**src/shared/dot_pkg.sv**
```systemverilog
// Constants for the drive output terminal logic: register map, fields, function codes, timing.
// Assumes a 200 MHz system clock and a 32-bit Avalon-MM slave with word addressing in bytes.
package dot_pkg;
   // Register byte offsets
   localparam logic [7:0] OFS_POLARITY    = 8'h00;
   localparam logic [7:0] OFS_FINAL_CNT   = 8'h04;
   localparam logic [7:0] OFS_PRELIM_CNT  = 8'h08;
   localparam logic [7:0] OFS_TGT_FREQ1   = 8'h0c;
   localparam logic [7:0] OFS_TGT_FREQ2   = 8'h10;
   localparam logic [7:0] OFS_WIDTH1      = 8'h14;
   localparam logic [7:0] OFS_WIDTH2      = 8'h18;
   localparam logic [7:0] OFS_BRAKE_DLY   = 8'h1c;
   localparam logic [7:0] OFS_CUR_THR     = 8'h20;
   localparam logic [7:0] OFS_FREQ_BND    = 8'h24;
   localparam logic [7:0] OFS_CONTROL     = 8'h28;
   localparam logic [7:0] OFS_PREHEAT_LVL = 8'h2c;
   localparam logic [7:0] OFS_PREHEAT_CYC = 8'h30;
   localparam logic [7:0] OFS_IN_STATE    = 8'h34;
   localparam logic [7:0] OFS_OUT_STATE   = 8'h38;
   localparam logic [7:0] OFS_CLAIM_IN    = 8'h3c;
   localparam logic [7:0] OFS_CLAIM_OUT   = 8'h40;
   localparam logic [7:0] OFS_HELD_FREQ   = 8'h44;
   localparam logic [7:0] OFS_CARD_ID     = 8'h48;
   localparam logic [7:0] OFS_COUNT       = 8'h4c;
   localparam logic [7:0] OFS_FUNC_BASE   = 8'h80; // 16 selectors, one word each
   // Reset values
   localparam logic [15:0] RST_POLARITY   = 16'h0000;
   localparam logic [15:0] RST_FINAL_CNT  = 16'h0000;
   localparam logic [15:0] RST_TGT_FREQ   = 16'h1770; // 60.00 Hz in 0.01 Hz
   localparam logic [15:0] RST_WIDTH      = 16'h00c8; // 2.00 Hz
   localparam logic [15:0] RST_FREQ_BND   = 16'h012c; // 3.00 Hz
   localparam logic [15:0] RST_ZERO       = 16'h0000;
   // Fields
   localparam int CTL_AUTOSTART = 0;
   localparam int CTL_DCBRAKE   = 1;
   localparam logic [15:0] RESERVED_BITS = 16'h0018;
   // Function codes
   localparam logic [6:0] FN_FREQ1  = 7'h03;
   localparam logic [6:0] FN_FREQ2  = 7'h04;
   localparam logic [6:0] FN_BRAKE  = 7'h0c;
   localparam logic [6:0] FN_PRELIM = 7'h11;
   localparam logic [6:0] FN_FINAL  = 7'h12;
   localparam logic [6:0] FN_CUR_HI = 7'h1b;
   localparam logic [6:0] FN_CUR_LO = 7'h1c;
   localparam logic [6:0] FN_FRQ_HI = 7'h1d;
   localparam logic [6:0] FN_FRQ_LO = 7'h1e;
   localparam logic [6:0] FN_HEAT   = 7'h45;
   // Timing: millisecond tick; preheat cycle in 100 ms steps of 1 %
   localparam int CLK_HZ        = 200_000_000;
   localparam int TICK_MS       = 1;
   localparam int TICK_CYCLES   = CLK_HZ / 1000 * TICK_MS;
   localparam int HEAT_STEP_MS  = 100;
   localparam logic [6:0] HEAT_PERIOD_STEPS = 7'h64; // 10 s
endpackage

```
**src/dot_terminal.sv**
```systemverilog
// Drive output terminal logic: function select, comparators, counter, brake, preheat.
// Assumes drive state inputs are on sys_clk_i; terminal and card pins arrive asynchronously.

module dot_terminal #(
   parameter int TICK_CYC = dot_pkg::TICK_CYCLES
) (
   // Clock and reset
   input  wire logic        sys_clk_i,
   input  wire logic        reset_i,

   // Avalon-MM slave
   input  wire logic [7:0]  avs_address_i,
   input  wire logic        avs_read_i,
   input  wire logic        avs_write_i,
   input  wire logic [31:0] avs_writedata_i,
   input  wire logic [3:0]  avs_byteenable_i,
   output logic      [31:0] avs_readdata_o,
   output logic             avs_waitrequest_o,

   // Drive state
   input  wire logic        run_i,
   input  wire logic        fault_i,
   input  wire logic        undervoltage_state_i,
   input  wire logic        fault_reset_i,
   input  wire logic        ext_run_cmd_i,
   input  wire logic        freq_from_terminal_i,
   input  wire logic [15:0] freq_cmd_i,
   input  wire logic [15:0] out_freq_i,
   input  wire logic [7:0]  out_current_i,

   // Pins and controller claims
   input  wire logic [15:0] configurable_input_i,
   input  wire logic [15:0] claimed_in_i,
   input  wire logic [15:0] claimed_out_i,
   input  wire logic [2:0]  card_code_i,

   // Outputs
   output logic      [15:0] terminal_o,
   output logic             auto_start_o,
   output logic             preheat_on_o,
   output logic      [6:0]  preheat_level_o
);

   // Settings
   logic [15:0] polarity_r, final_r, prelim_r, f1_r, f2_r, w1_r, w2_r, brake_dly_r;
   logic [15:0] bnd_r, heat_fn_in_r;
   logic [7:0]  cur_thr_r;
   logic [1:0]  ctl_r;
   logic [6:0]  lvl_r, cyc_r;
   logic [6:0]  func_r [16];
   // Counter, terminal state
   logic [15:0] count_r, held_r, logic_out_r;
   // Synchroniser stages
   logic [15:0] in_s1_r, in_s2_r, cl_i1_r, cl_i2_r, cl_o1_r, cl_o2_r, cnt_s1_r;
   logic [2:0]  card_s1_r, card_s2_r;
   // Event and preheat flags
   logic        cnt_s2_r, cnt_d_r, f_hit1_r, f_hit2_r, brake_r, final_hit_r, prelim_hit_r;
   logic        run_d_r, armed_r, settings_new_r, heat_r;
   // Divider and counters
   logic [31:0] tick_r;
   logic        tick_r1;
   logic [15:0] ms_r;
   logic [6:0]  heat_ms_r, step_r;
   // Bus side
   logic [15:0] rd_nxt;
   logic        wr, rd;

   // Single-cycle answer: one wait state, then waitrequest drops
   always_ff @(posedge sys_clk_i or posedge reset_i) begin
      if (reset_i) avs_waitrequest_o <= 1'b1;
      else avs_waitrequest_o <= !((avs_read_i || avs_write_i) && avs_waitrequest_o);
   end
   // Writes land at the answer
   assign wr = avs_write_i && !avs_waitrequest_o;
   assign rd = avs_read_i && !avs_waitrequest_o;

   // Signal slice for a selected function code
   function automatic logic fn_val(input logic [6:0] code, input logic [15:0] src);
      case (code)
         dot_pkg::FN_FREQ1:  fn_val = src[0];
         dot_pkg::FN_FREQ2:  fn_val = src[1];
         dot_pkg::FN_BRAKE:  fn_val = src[2];
         dot_pkg::FN_PRELIM: fn_val = src[3];
         dot_pkg::FN_FINAL:  fn_val = src[4];
         dot_pkg::FN_CUR_HI: fn_val = src[5];
         dot_pkg::FN_CUR_LO: fn_val = src[6];
         dot_pkg::FN_FRQ_HI: fn_val = src[7];
         dot_pkg::FN_FRQ_LO: fn_val = src[8];
         dot_pkg::FN_HEAT:   fn_val = src[9];
         // Others stay inactive
         default:            fn_val = 1'b0;
      endcase
   endfunction

   // Software-written settings
   always_ff @(posedge sys_clk_i or posedge reset_i) begin
      if (reset_i) begin
         polarity_r <= dot_pkg::RST_POLARITY;
         final_r <= dot_pkg::RST_FINAL_CNT;
         prelim_r <= dot_pkg::RST_ZERO;
         f1_r <= dot_pkg::RST_TGT_FREQ;
         f2_r <= dot_pkg::RST_TGT_FREQ;
         w1_r <= dot_pkg::RST_WIDTH;
         w2_r <= dot_pkg::RST_WIDTH;
         brake_dly_r <= dot_pkg::RST_ZERO;
         cur_thr_r <= 8'h00;
         bnd_r <= dot_pkg::RST_FREQ_BND;
         ctl_r <= 2'h0;
         lvl_r <= 7'h00;
         cyc_r <= 7'h00;
      // Lane 0 carries settings
      end else if (wr && avs_byteenable_i[0]) begin
         if (avs_address_i == dot_pkg::OFS_POLARITY)
            polarity_r <= avs_writedata_i[15:0] & ~dot_pkg::RESERVED_BITS;
         else if (avs_address_i == dot_pkg::OFS_FINAL_CNT && avs_writedata_i[15:0] != 16'h0000)
            final_r <= avs_writedata_i[15:0]; // Zero target refused
         else if (avs_address_i == dot_pkg::OFS_PRELIM_CNT) prelim_r <= avs_writedata_i[15:0];
         else if (avs_address_i == dot_pkg::OFS_TGT_FREQ1) f1_r <= avs_writedata_i[15:0];
         else if (avs_address_i == dot_pkg::OFS_TGT_FREQ2) f2_r <= avs_writedata_i[15:0];
         else if (avs_address_i == dot_pkg::OFS_WIDTH1) w1_r <= avs_writedata_i[15:0];
         else if (avs_address_i == dot_pkg::OFS_WIDTH2) w2_r <= avs_writedata_i[15:0];
         else if (avs_address_i == dot_pkg::OFS_BRAKE_DLY) brake_dly_r <= avs_writedata_i[15:0];
         else if (avs_address_i == dot_pkg::OFS_CUR_THR) cur_thr_r <= avs_writedata_i[7:0];
         else if (avs_address_i == dot_pkg::OFS_FREQ_BND) bnd_r <= avs_writedata_i[15:0];
         else if (avs_address_i == dot_pkg::OFS_CONTROL) ctl_r <= avs_writedata_i[1:0];
         else if (avs_address_i == dot_pkg::OFS_PREHEAT_LVL) lvl_r <= avs_writedata_i[6:0];
         else if (avs_address_i == dot_pkg::OFS_PREHEAT_CYC) cyc_r <= avs_writedata_i[6:0];
      end
   end

   // Function selector per terminal, plus input-side preheat command selectors
   // Selectors share the strobe
   generate
      for (genvar t = 0; t < 16; t++) begin : g_sel
         always_ff @(posedge sys_clk_i or posedge reset_i) begin
            if (reset_i) begin
               func_r[t] <= 7'h00;
               heat_fn_in_r[t] <= 1'b0;
            end else if (wr && avs_byteenable_i[0]
                         && avs_address_i == dot_pkg::OFS_FUNC_BASE + 8'(t * 4)) begin
               func_r[t] <= avs_writedata_i[6:0];
               heat_fn_in_r[t] <= avs_writedata_i[16]; // Input t carries function 69
            end
         end
      end
   endgenerate

   // Pin synchronisers
   always_ff @(posedge sys_clk_i or posedge reset_i) begin
      if (reset_i) begin
         {in_s1_r, in_s2_r, cl_i1_r, cl_i2_r, cl_o1_r, cl_o2_r} <= '0;
         {card_s1_r, card_s2_r, cnt_s1_r, cnt_s2_r, cnt_d_r} <= '0;
      end else begin
         in_s1_r <= configurable_input_i;
         in_s2_r <= in_s1_r;
         cl_i1_r <= claimed_in_i;
         cl_i2_r <= cl_i1_r;
         cl_o1_r <= claimed_out_i;
         cl_o2_r <= cl_o1_r;
         card_s1_r <= card_code_i;
         card_s2_r <= card_s1_r;
         // Own stages for the edge
         cnt_s1_r <= configurable_input_i;
         cnt_s2_r <= cnt_s1_r[5]; // Sixth input is the counting input
         cnt_d_r <= cnt_s2_r;
      end
   end

   // Pulse counter: final clears, preliminary only flags
   always_ff @(posedge sys_clk_i or posedge reset_i) begin
      if (reset_i) begin
         count_r <= 16'h0000;
         final_hit_r <= 1'b0;
         prelim_hit_r <= 1'b0;
      // Counting input rising edge
      end else if (cnt_s2_r && !cnt_d_r) begin
         if (count_r + 16'h0001 == final_r) begin
            count_r <= 16'h0000;
            final_hit_r <= 1'b1;
            prelim_hit_r <= 1'b0;
         end else begin
            count_r <= count_r + 16'h0001;
            final_hit_r <= 1'b0;
            if (count_r + 16'h0001 == prelim_r) prelim_hit_r <= 1'b1;
         end
      end
   end

   // Frequency-attained windows; terminal goes off once target band is entered
   always_ff @(posedge sys_clk_i or posedge reset_i) begin
      if (reset_i) begin
         f_hit1_r <= 1'b0;
         f_hit2_r <= 1'b0;
      end else begin
         // 17 bits: no wrap at top
         f_hit1_r <= ({1'b0, out_freq_i} + {1'b0, w1_r} >= {1'b0, f1_r})
                     && ({1'b0, out_freq_i} <= {1'b0, f1_r} + {1'b0, w1_r});
         f_hit2_r <= ({1'b0, out_freq_i} + {1'b0, w2_r} >= {1'b0, f2_r})
                     && ({1'b0, out_freq_i} <= {1'b0, f2_r} + {1'b0, w2_r});
      end
   end

   // Millisecond tick divider
   always_ff @(posedge sys_clk_i or posedge reset_i) begin
      if (reset_i) begin
         tick_r <= 32'h0;
         tick_r1 <= 1'b0;
      end else begin
         // Short in simulation
         tick_r1 <= (tick_r == 32'(TICK_CYC - 1));
         tick_r <= (tick_r == 32'(TICK_CYC - 1)) ? 32'h0 : tick_r + 32'h1;
      end
   end

   // Brake release after delay; only with DC braking enabled
   always_ff @(posedge sys_clk_i or posedge reset_i) begin
      if (reset_i) begin
         ms_r <= 16'h0000;
         brake_r <= 1'b0;
      end else if (!run_i || !ctl_r[dot_pkg::CTL_DCBRAKE]) begin
         ms_r <= 16'h0000;
         brake_r <= 1'b0;
      // Delay restarts each run
      end else if (ms_r >= brake_dly_r) begin
         brake_r <= 1'b1;
      end else if (tick_r1) begin
         ms_r <= ms_r + 16'h0001;
      end
   end

   // Preheat arming: settings present at a stop arm it, late settings wait
   always_ff @(posedge sys_clk_i or posedge reset_i) begin
      if (reset_i) begin
         run_d_r <= 1'b0;
         armed_r <= 1'b1; // Power-up counts as a stop
         settings_new_r <= 1'b0;
      end else begin
         run_d_r <= run_i;
         if (run_d_r && !run_i) begin
            armed_r <= 1'b1;
            settings_new_r <= 1'b0;
         end else if (wr && (avs_address_i == dot_pkg::OFS_PREHEAT_LVL
                             || avs_address_i == dot_pkg::OFS_PREHEAT_CYC) && !run_i) begin
            settings_new_r <= 1'b1;
            // Late write: next stop
            if (lvl_r == 7'h00 || cyc_r == 7'h00) armed_r <= 1'b0;
         end
      end
   end

   // Preheat duty cycle: off first, then on, ten-second period
   always_ff @(posedge sys_clk_i or posedge reset_i) begin
      if (reset_i) begin
         heat_ms_r <= 7'h00;
         step_r <= 7'h00;
         heat_r <= 1'b0;
      end else begin
         // Input command wins over parameter arming; stop and no fault required
         if (lvl_r != 7'h00 && cyc_r != 7'h00 && !run_i && !fault_i
             && (|(in_s2_r & heat_fn_in_r) || (armed_r && !settings_new_r))) begin
            if (tick_r1) begin
               heat_ms_r <= (heat_ms_r == 7'(dot_pkg::HEAT_STEP_MS - 1)) ? 7'h00
                            : heat_ms_r + 7'h01;
               if (heat_ms_r == 7'(dot_pkg::HEAT_STEP_MS - 1))
                  step_r <= (step_r == dot_pkg::HEAT_PERIOD_STEPS - 7'h01) ? 7'h00
                            : step_r + 7'h01;
            end
            // Cycle over 100 unguarded
            heat_r <= (step_r >= dot_pkg::HEAT_PERIOD_STEPS - cyc_r);
         end else begin
            heat_ms_r <= 7'h00;
            step_r <= 7'h00;
            heat_r <= 1'b0;
         end
      end
   end

   // Logical function state per terminal, then polarity
   always_ff @(posedge sys_clk_i or posedge reset_i) begin
      if (reset_i) begin
         logic_out_r <= 16'h0000;
         terminal_o <= 16'h0000;
      end else begin
         for (int t = 0; t < 16; t++)
            logic_out_r[t] <= fn_val(func_r[t], {6'h00, heat_r,
               out_freq_i < bnd_r, out_freq_i >= bnd_r,
               out_current_i < cur_thr_r, out_current_i >= cur_thr_r,
               final_hit_r, prelim_hit_r, !brake_r, !f_hit2_r, !f_hit1_r});
         // Readback is pre-polarity
         terminal_o <= (logic_out_r ^ polarity_r) & ~dot_pkg::RESERVED_BITS;
      end
   end

   // Preheat drive and auto-start; capture terminal frequency on fault or undervoltage
   always_ff @(posedge sys_clk_i or posedge reset_i) begin
      if (reset_i) begin
         preheat_on_o <= 1'b0;
         preheat_level_o <= 7'h00;
         auto_start_o <= 1'b0;
         held_r <= 16'h0000;
      end else begin
         preheat_on_o <= heat_r && lvl_r != 7'h00; // Zero level stops it
         preheat_level_o <= heat_r ? lvl_r : 7'h00;
         // Level; sequencer starts
         auto_start_o <= ctl_r[dot_pkg::CTL_AUTOSTART] && ext_run_cmd_i
                         && !fault_i && (fault_reset_i || !run_d_r);
         if (freq_from_terminal_i && (fault_i || undervoltage_state_i))
            held_r <= freq_cmd_i;
      end
   end

   // Read mux; unmapped addresses read zero
   always_comb begin
      rd_nxt = 16'h0000;
      if (avs_address_i == dot_pkg::OFS_POLARITY) rd_nxt = polarity_r;
      else if (avs_address_i == dot_pkg::OFS_FINAL_CNT) rd_nxt = final_r;
      else if (avs_address_i == dot_pkg::OFS_PRELIM_CNT) rd_nxt = prelim_r;
      else if (avs_address_i == dot_pkg::OFS_TGT_FREQ1) rd_nxt = f1_r;
      else if (avs_address_i == dot_pkg::OFS_TGT_FREQ2) rd_nxt = f2_r;
      else if (avs_address_i == dot_pkg::OFS_WIDTH1) rd_nxt = w1_r;
      else if (avs_address_i == dot_pkg::OFS_WIDTH2) rd_nxt = w2_r;
      else if (avs_address_i == dot_pkg::OFS_BRAKE_DLY) rd_nxt = brake_dly_r;
      else if (avs_address_i == dot_pkg::OFS_CUR_THR) rd_nxt = {8'h00, cur_thr_r};
      else if (avs_address_i == dot_pkg::OFS_FREQ_BND) rd_nxt = bnd_r;
      else if (avs_address_i == dot_pkg::OFS_CONTROL) rd_nxt = {14'h0000, ctl_r};
      else if (avs_address_i == dot_pkg::OFS_PREHEAT_LVL) rd_nxt = {9'h000, lvl_r};
      else if (avs_address_i == dot_pkg::OFS_PREHEAT_CYC) rd_nxt = {9'h000, cyc_r};
      // Status words
      else if (avs_address_i == dot_pkg::OFS_IN_STATE) rd_nxt = in_s2_r;
      else if (avs_address_i == dot_pkg::OFS_OUT_STATE) rd_nxt = logic_out_r;
      else if (avs_address_i == dot_pkg::OFS_CLAIM_IN) rd_nxt = cl_i2_r;
      else if (avs_address_i == dot_pkg::OFS_CLAIM_OUT) rd_nxt = cl_o2_r;
      else if (avs_address_i == dot_pkg::OFS_HELD_FREQ) rd_nxt = held_r;
      else if (avs_address_i == dot_pkg::OFS_CARD_ID) rd_nxt = {13'h0000, card_s2_r};
      else if (avs_address_i == dot_pkg::OFS_COUNT) rd_nxt = count_r;
   end

   // Read data register
   always_ff @(posedge sys_clk_i or posedge reset_i) begin
      if (reset_i) avs_readdata_o <= 32'h0;
      // Taken with the read
      else if (avs_read_i && avs_waitrequest_o) avs_readdata_o <= {16'h0000, rd_nxt};
   end
endmodule
```
**config.mk**
```make
export PLATFORM = sky130hd
export DESIGN_NAME = dot_terminal
export DESIGN_NICKNAME = d
export VERILOG_FILES = /design/src/shared/dot_pkg.sv /design/src/dot_terminal.sv
export SDC_FILE = /design/constraint.sdc
export NUM_CORES = 2
export LEC_CHECK = 0
export ABC_CLOCK_PERIOD_IN_PS = 50200
export BUFFER_PORTS_ARGS = -buffer_cell sky130_fd_sc_hd__buf_2
export CAP_MARGIN = 20
export CORE_ASPECT_RATIO = 0.5
export CORE_MARGIN = 5
export CORE_UTILIZATION = 55
export DETAILED_ROUTE_END_ITERATION = 10
export PLACE_DENSITY = 0.74
export SYNTH_ARGS = -nofsm -noshare
export SYNTH_HDL_FRONTEND = slang
export SYNTH_SLANG_ARGS = --single-unit
```
**constraint.sdc**
```tcl
create_clock -name sys_clk_i -period 50.2 [get_ports sys_clk_i]
set_input_delay 7.53 -clock sys_clk_i [delete_from_list [all_inputs] [get_ports sys_clk_i]]
set_output_delay 7.53 -clock sys_clk_i [all_outputs]
set_load 0.005 [all_outputs]
```
# Word-level counts from Yosys, hierarchy flattened
# Index checks and enable logic that the tools add are counted.
[word_totals]
reg_bits = 558
input_bits = 145
out_inout_bits = 58
elab_cells = 459
[classes]
n_addsub = 10
n_lt_le_gt_ge = 10
eq_ne = 203
mux = 60
n_bitwise = 14
reduce_logical = 84
[op_table]
columns = ["operator", "n"]
rows = [
  ["equality test 7 x 5 -> 1 bit, second input constant", 96],
  ["2-to-1 mux 16 bit", 24],
  ["case mux 1 bit (10 select lines)", 16],
  ["equality test 8 bit, second input constant", 16],
  ["equality test 7 bit, second input constant", 18],
  ["equality test 7 x 2 -> 1 bit, second input constant", 16],
  ["equality test 7 x 3 -> 1 bit, second input constant", 16],
  ["equality test 7 x 4 -> 1 bit, second input constant", 16],
  ["adder 16 x 16 -> 17 bit", 4],
  ["equality test 8 x 6 -> 1 bit, second input constant", 8],
  ["2-to-1 mux 7 bit", 8],
  ["logical AND 1 bit", 37],
  ["greater-or-equal comparator 17 x 16 -> 1 bit", 2],
  ["less-or-equal comparator 16 x 17 -> 1 bit", 2],
  ["adder 16 x 1 -> 16 bit, second input constant", 2],
  ["adder 32 x 1 -> 32 bit, second input constant", 1],
  ["equality test 16 bit", 2],
  ["equality test 32 x 18 -> 1 bit, second input constant", 1],
  ["equality test 8 x 5 -> 1 bit, second input constant", 4],
  ["equality test 8 x 7 -> 1 bit, second input constant", 4],
  ["greater-or-equal comparator 16 bit", 2],
  ["2-to-1 mux 32 bit", 1],
  ["AND 16 bit", 1],
  ["equality test 8 x 4 -> 1 bit, second input constant", 2],
  ["other kinds (33)", 82],
]

# Longest topological paths before layout
[depth]
depth_word = 21
ltp_mapped = 19
depth_no_buf = 19

# Worst setup path after synthesis
# No wires, ideal clock.
[synth_timing]
path_type = "input to register"
start = "input port out_freq_i[0]"
end = "register f_hit2_r"
setup_ps = 152
t_arrival_ps = 10640
required_time_ps = 50048
path_slack_ps = 39408
cell_stages = 16
n_path_buf = 0
path_cell_list = "ha_1 > fa_1 > a21o_1 > a21oi_1 > o211ai_1 > a21oi_1 > o21ai_0 > o41ai_1 > o21ai_0 > xnor2_1 > ha_1 > a21oi_1 > nor2b_1 > a2111oi_0 > o311a_1 > a41oi_1"
[synth_between]
elab_chain_cells = 3
elab_cells_between_ends = 4
classes_between = "add/sub: 1; order compare: 2; reduce/logical: 1"
[synth_lines]
columns = ["item", "line", "text"]
rows = [
  ["from (decl)", "dot_terminal.sv:28", "input wire logic [15:0] out_freq_i,"],
  ["adder 16 x 16 -> 17 bit", "dot_terminal.sv:198", "f_hit2_r <= ({1'b0, out_freq_i} + {1'b0, w2_r} >= {1'b0, f2_r})"],
  ["greater-or-equal comparator 17 x 16 -> 1 bit", "dot_terminal.sv:198", ""],
  ["logical AND 1 bit *", "dot_terminal.sv:199", "&& ({1'b0, out_freq_i} <= {1'b0, f2_r} + {1'b0, w2_r});"],
  ["to (signal assigned)", "dot_terminal.sv:198", ""],
  ["to (decl)", "dot_terminal.sv:57", "logic cnt_s2_r, cnt_d_r, f_hit1_r, f_hit2_r, brake_r, final_hit_r, prelim_hit_r;"],
]
# Mark *: on every way between the ends. The rest lies on a longest branch, timed or not.
# A chain may end at the register's enable or synchronous reset.

# Worst setup path in the final report
# Ends and elaborated chain as after synthesis.

==> results.yml <==
outcome:
  outcome: "completed"
finish:
  layout_top_registers: "func_r x112, tick_r x32"
  largest-register: "func_r"
  syn_to_final_growth_pct: 10.49
  nets: 3463
  largest_register_ffs: 112
  drive_above_1_share_pct: 20.31
  final_area_um2: 34480
  final_cell_count_no_fill: 3933
  final_common_cell: "dfrtp_1"
  layout_common_cells: "dfrtp_1 (531), mux2_2 (268), nor2_1 (202), o21ai_0 (200), nand2_1 (199)"
global_route:
  grt_pass1_vias: 24730
  grt_max_degree: 165
  antenna_found_initial: 4
  overflow: 0
  grtUsageTotal_pct: 31.09
  grt_pass1_wl_um: 147800
sta:
  relSlewSlack_pct: 30.79
  hold_viol: 0
  drv_slew: 0
  fin_crit_sh_pct: 22.20
  finalSetupTns_ps: 0
  worst_pin_slew_ps: 1012
  max_freq_mhz: 89.73
  grt_setup_unrepaired: "false"
  setup_viol: 0
  final.min_clock_period_ps: 11150
  finClkSkew_ps: 38.79
floorplanning:
  die_w_um: 346.9
  rows: 61
  die_h_um: 178.4
  initial_core_util_pct: 55.85
  io_pins: 203
  core_area_um2: 55870
  dieArea_um2: 61890
cts:
  clock_latency_ps: 630
  ctsHoldBuffers: 0
  cts_setup_buffers: 0
  clkTransAtPathRegs_ps: 70
  postCtsResizedCells: 0
  ctsHtreeMaxLevel: 2
  cts_made_buffers: 50
  cts_sinks: 557
  clock-root-buffer: "clkbuf_16"
  clockBufferDepth: 3
  cts_tree: "yes"
critical_path:
  crit_type: "primary input to flop"
  r2r-end: "f_hit2_r"
  required_ps: 50730
  r2r-start: "w2_r[0]"
  r2r_cells: 15
  crit_path_end_kind: "flop"
  arrival_ps: 11670
  start_kind: "primary input"
  path_max_fanout: 3
  r2r_slack_ps: 45680
  crit_start: "out_freq_i[0]"
  crit_path_end: "f_hit2_r"
logic_synthesis:
  synth_seq_cells: 557
  synth_edf_count: 0
  synth_top_area_share_pct: 42.58
  yosys_warnings: 0
  ys_seq_area_share_pct: 44.77
  avgSynthCellArea_um2: 10.35
  syn_inst: 3015
  synth_largest_area_cell: "dfrtp_1"
  synth_cell_types: 99
  ys.flop_type: "dfrtp_1"
  synth_area_um2: 31200
  synth_area_leaders: "dfrtp_1 (43%), mux2_2 (9.7%), ha_1 (7.3%), o21ai_0 (3.2%), a21oi_1 (2.6%)"
  synthArstFlopShare_pct: 100.0
route:
  wirelength_um: 97040
  wl_per_cell_um: 24.67
  vias: 25100
  drtIter0Drc: 2635
  firstDrtPassIters: 9
  drc: 0
  ant_nets: 0
  vias_per_cell: 6.382
placement:
  dp_cells: 3836
  dp_hpwl_um: 69000
  routabilityCongestion: 1.018
  dpl_cell_area_um2: 32670
  portBuffers: 166
run:
  drv_cap: 0
power_and_ir_drop:
  irDropWorstVdd_uv: 24.36
  p_leak_nw: 15.98
  power.density_nw_per_um2: 29.36
  power_mw: 1.012
hold_path:
  holdCritPathClass: "flop to flop"
## logic make-up (layout without fill, tap and decap cells)
logic type      Yosys count  count (layout)  synth area share, %
simple gates            844             844                14.32
compound gates          707             707                14.36
flops                   557             557                44.77
mux                     307             307                11.20
buf+inv                 269             412                3.685
fa+ha+maj               185             185                7.514
xor+xnor                145             145                4.138
other cells               1              20              0.01202
## worst min-delay path by stage
stage,startpoint,to,slack (ps),cells past startpoint
after detailed placement,cnt_s1_r[3],in_s2_r[3],330,0
after global routing,cl_o1_r[2],cl_o2_r[2],350,0
final,cnt_s1_r[6],in_s2_r[6],350,0
after CTS,cnt_s1_r[6],in_s2_r[6],350,0
after global placement,cl_i1_r[12],cl_i2_r[12],330,0
after floorplan,card_s1_r[0],card_s2_r[0],330,0
## area by class of cell
class | count | area, um^2
fill | 4494 | 21390
inverter | 111 | 424.2
clock buffer | 67 | 1425
clock inverter | 27 | 362.8
antenna | 2 | 5.005
multi-input combinational | 2206 | 16190
timing repair buffer | 207 | 1159
sequential | 557 | 13970
tap | 756 | 945.9
## power by group
part           leakage [nW]  switching [mW]  internal [mW]
clock                 0.865           0.184          0.229
combinational          7.89          0.0778         0.0421
sequential             7.23          0.0152          0.463
total                  16.0           0.277          0.735
## Yosys cell counts (all sizes together), types with 38 or more instances
cell type,instances
dfrtp,531
mux2,278
nor2,209
o21ai,205
nand2,200
ha,181
a21oi,163
inv,111
clkbuf,93
xnor2,72
xor2,72
buf,65
nand2b,57
nor3,57
nand3,55
nand4,44
o22ai,44
a21o,38
## stage by stage
| stage | setup slack (ps) | utilization (%) | hold slack (ps) |
|---|---|---|---|
| floorplan | 27140 | - | 331.2 |
| global placement | 38600 | 58.48 | 333.4 |
| detailed placement | 38620 | 58.48 | 334.7 |
| CTS | 39190 | 61.68 | 347.5 |
| global route | 38730 | 61.71 | 353.9 |
| finish | 39060 | 61.71 | 346.1 |
## worst max-delay path, stage by stage
cell	delay (ps)
buf_2	130
ha_1	250
fa_1	410
a21o_1	180
a21oi_1	230
o211ai_1	180
a21oi_1	230
o21ai_0	160
o41ai_1	670
xnor2_1	140
ha_1	330
nand4_1	150
nor4_1	550
o2111ai_1	200
o311a_1	180
a41oi_1	170
## metal layers
layer	vias up	part of all wire (%)	global-route usage [%]
met2	1113	46	50.05
li1	11230	-	-
met5	-	0	0
met1	12450	40	40.43
met4	0	4.8	13.20
met3	310	9.4	7.915
(Power assumes the default switching activity.)
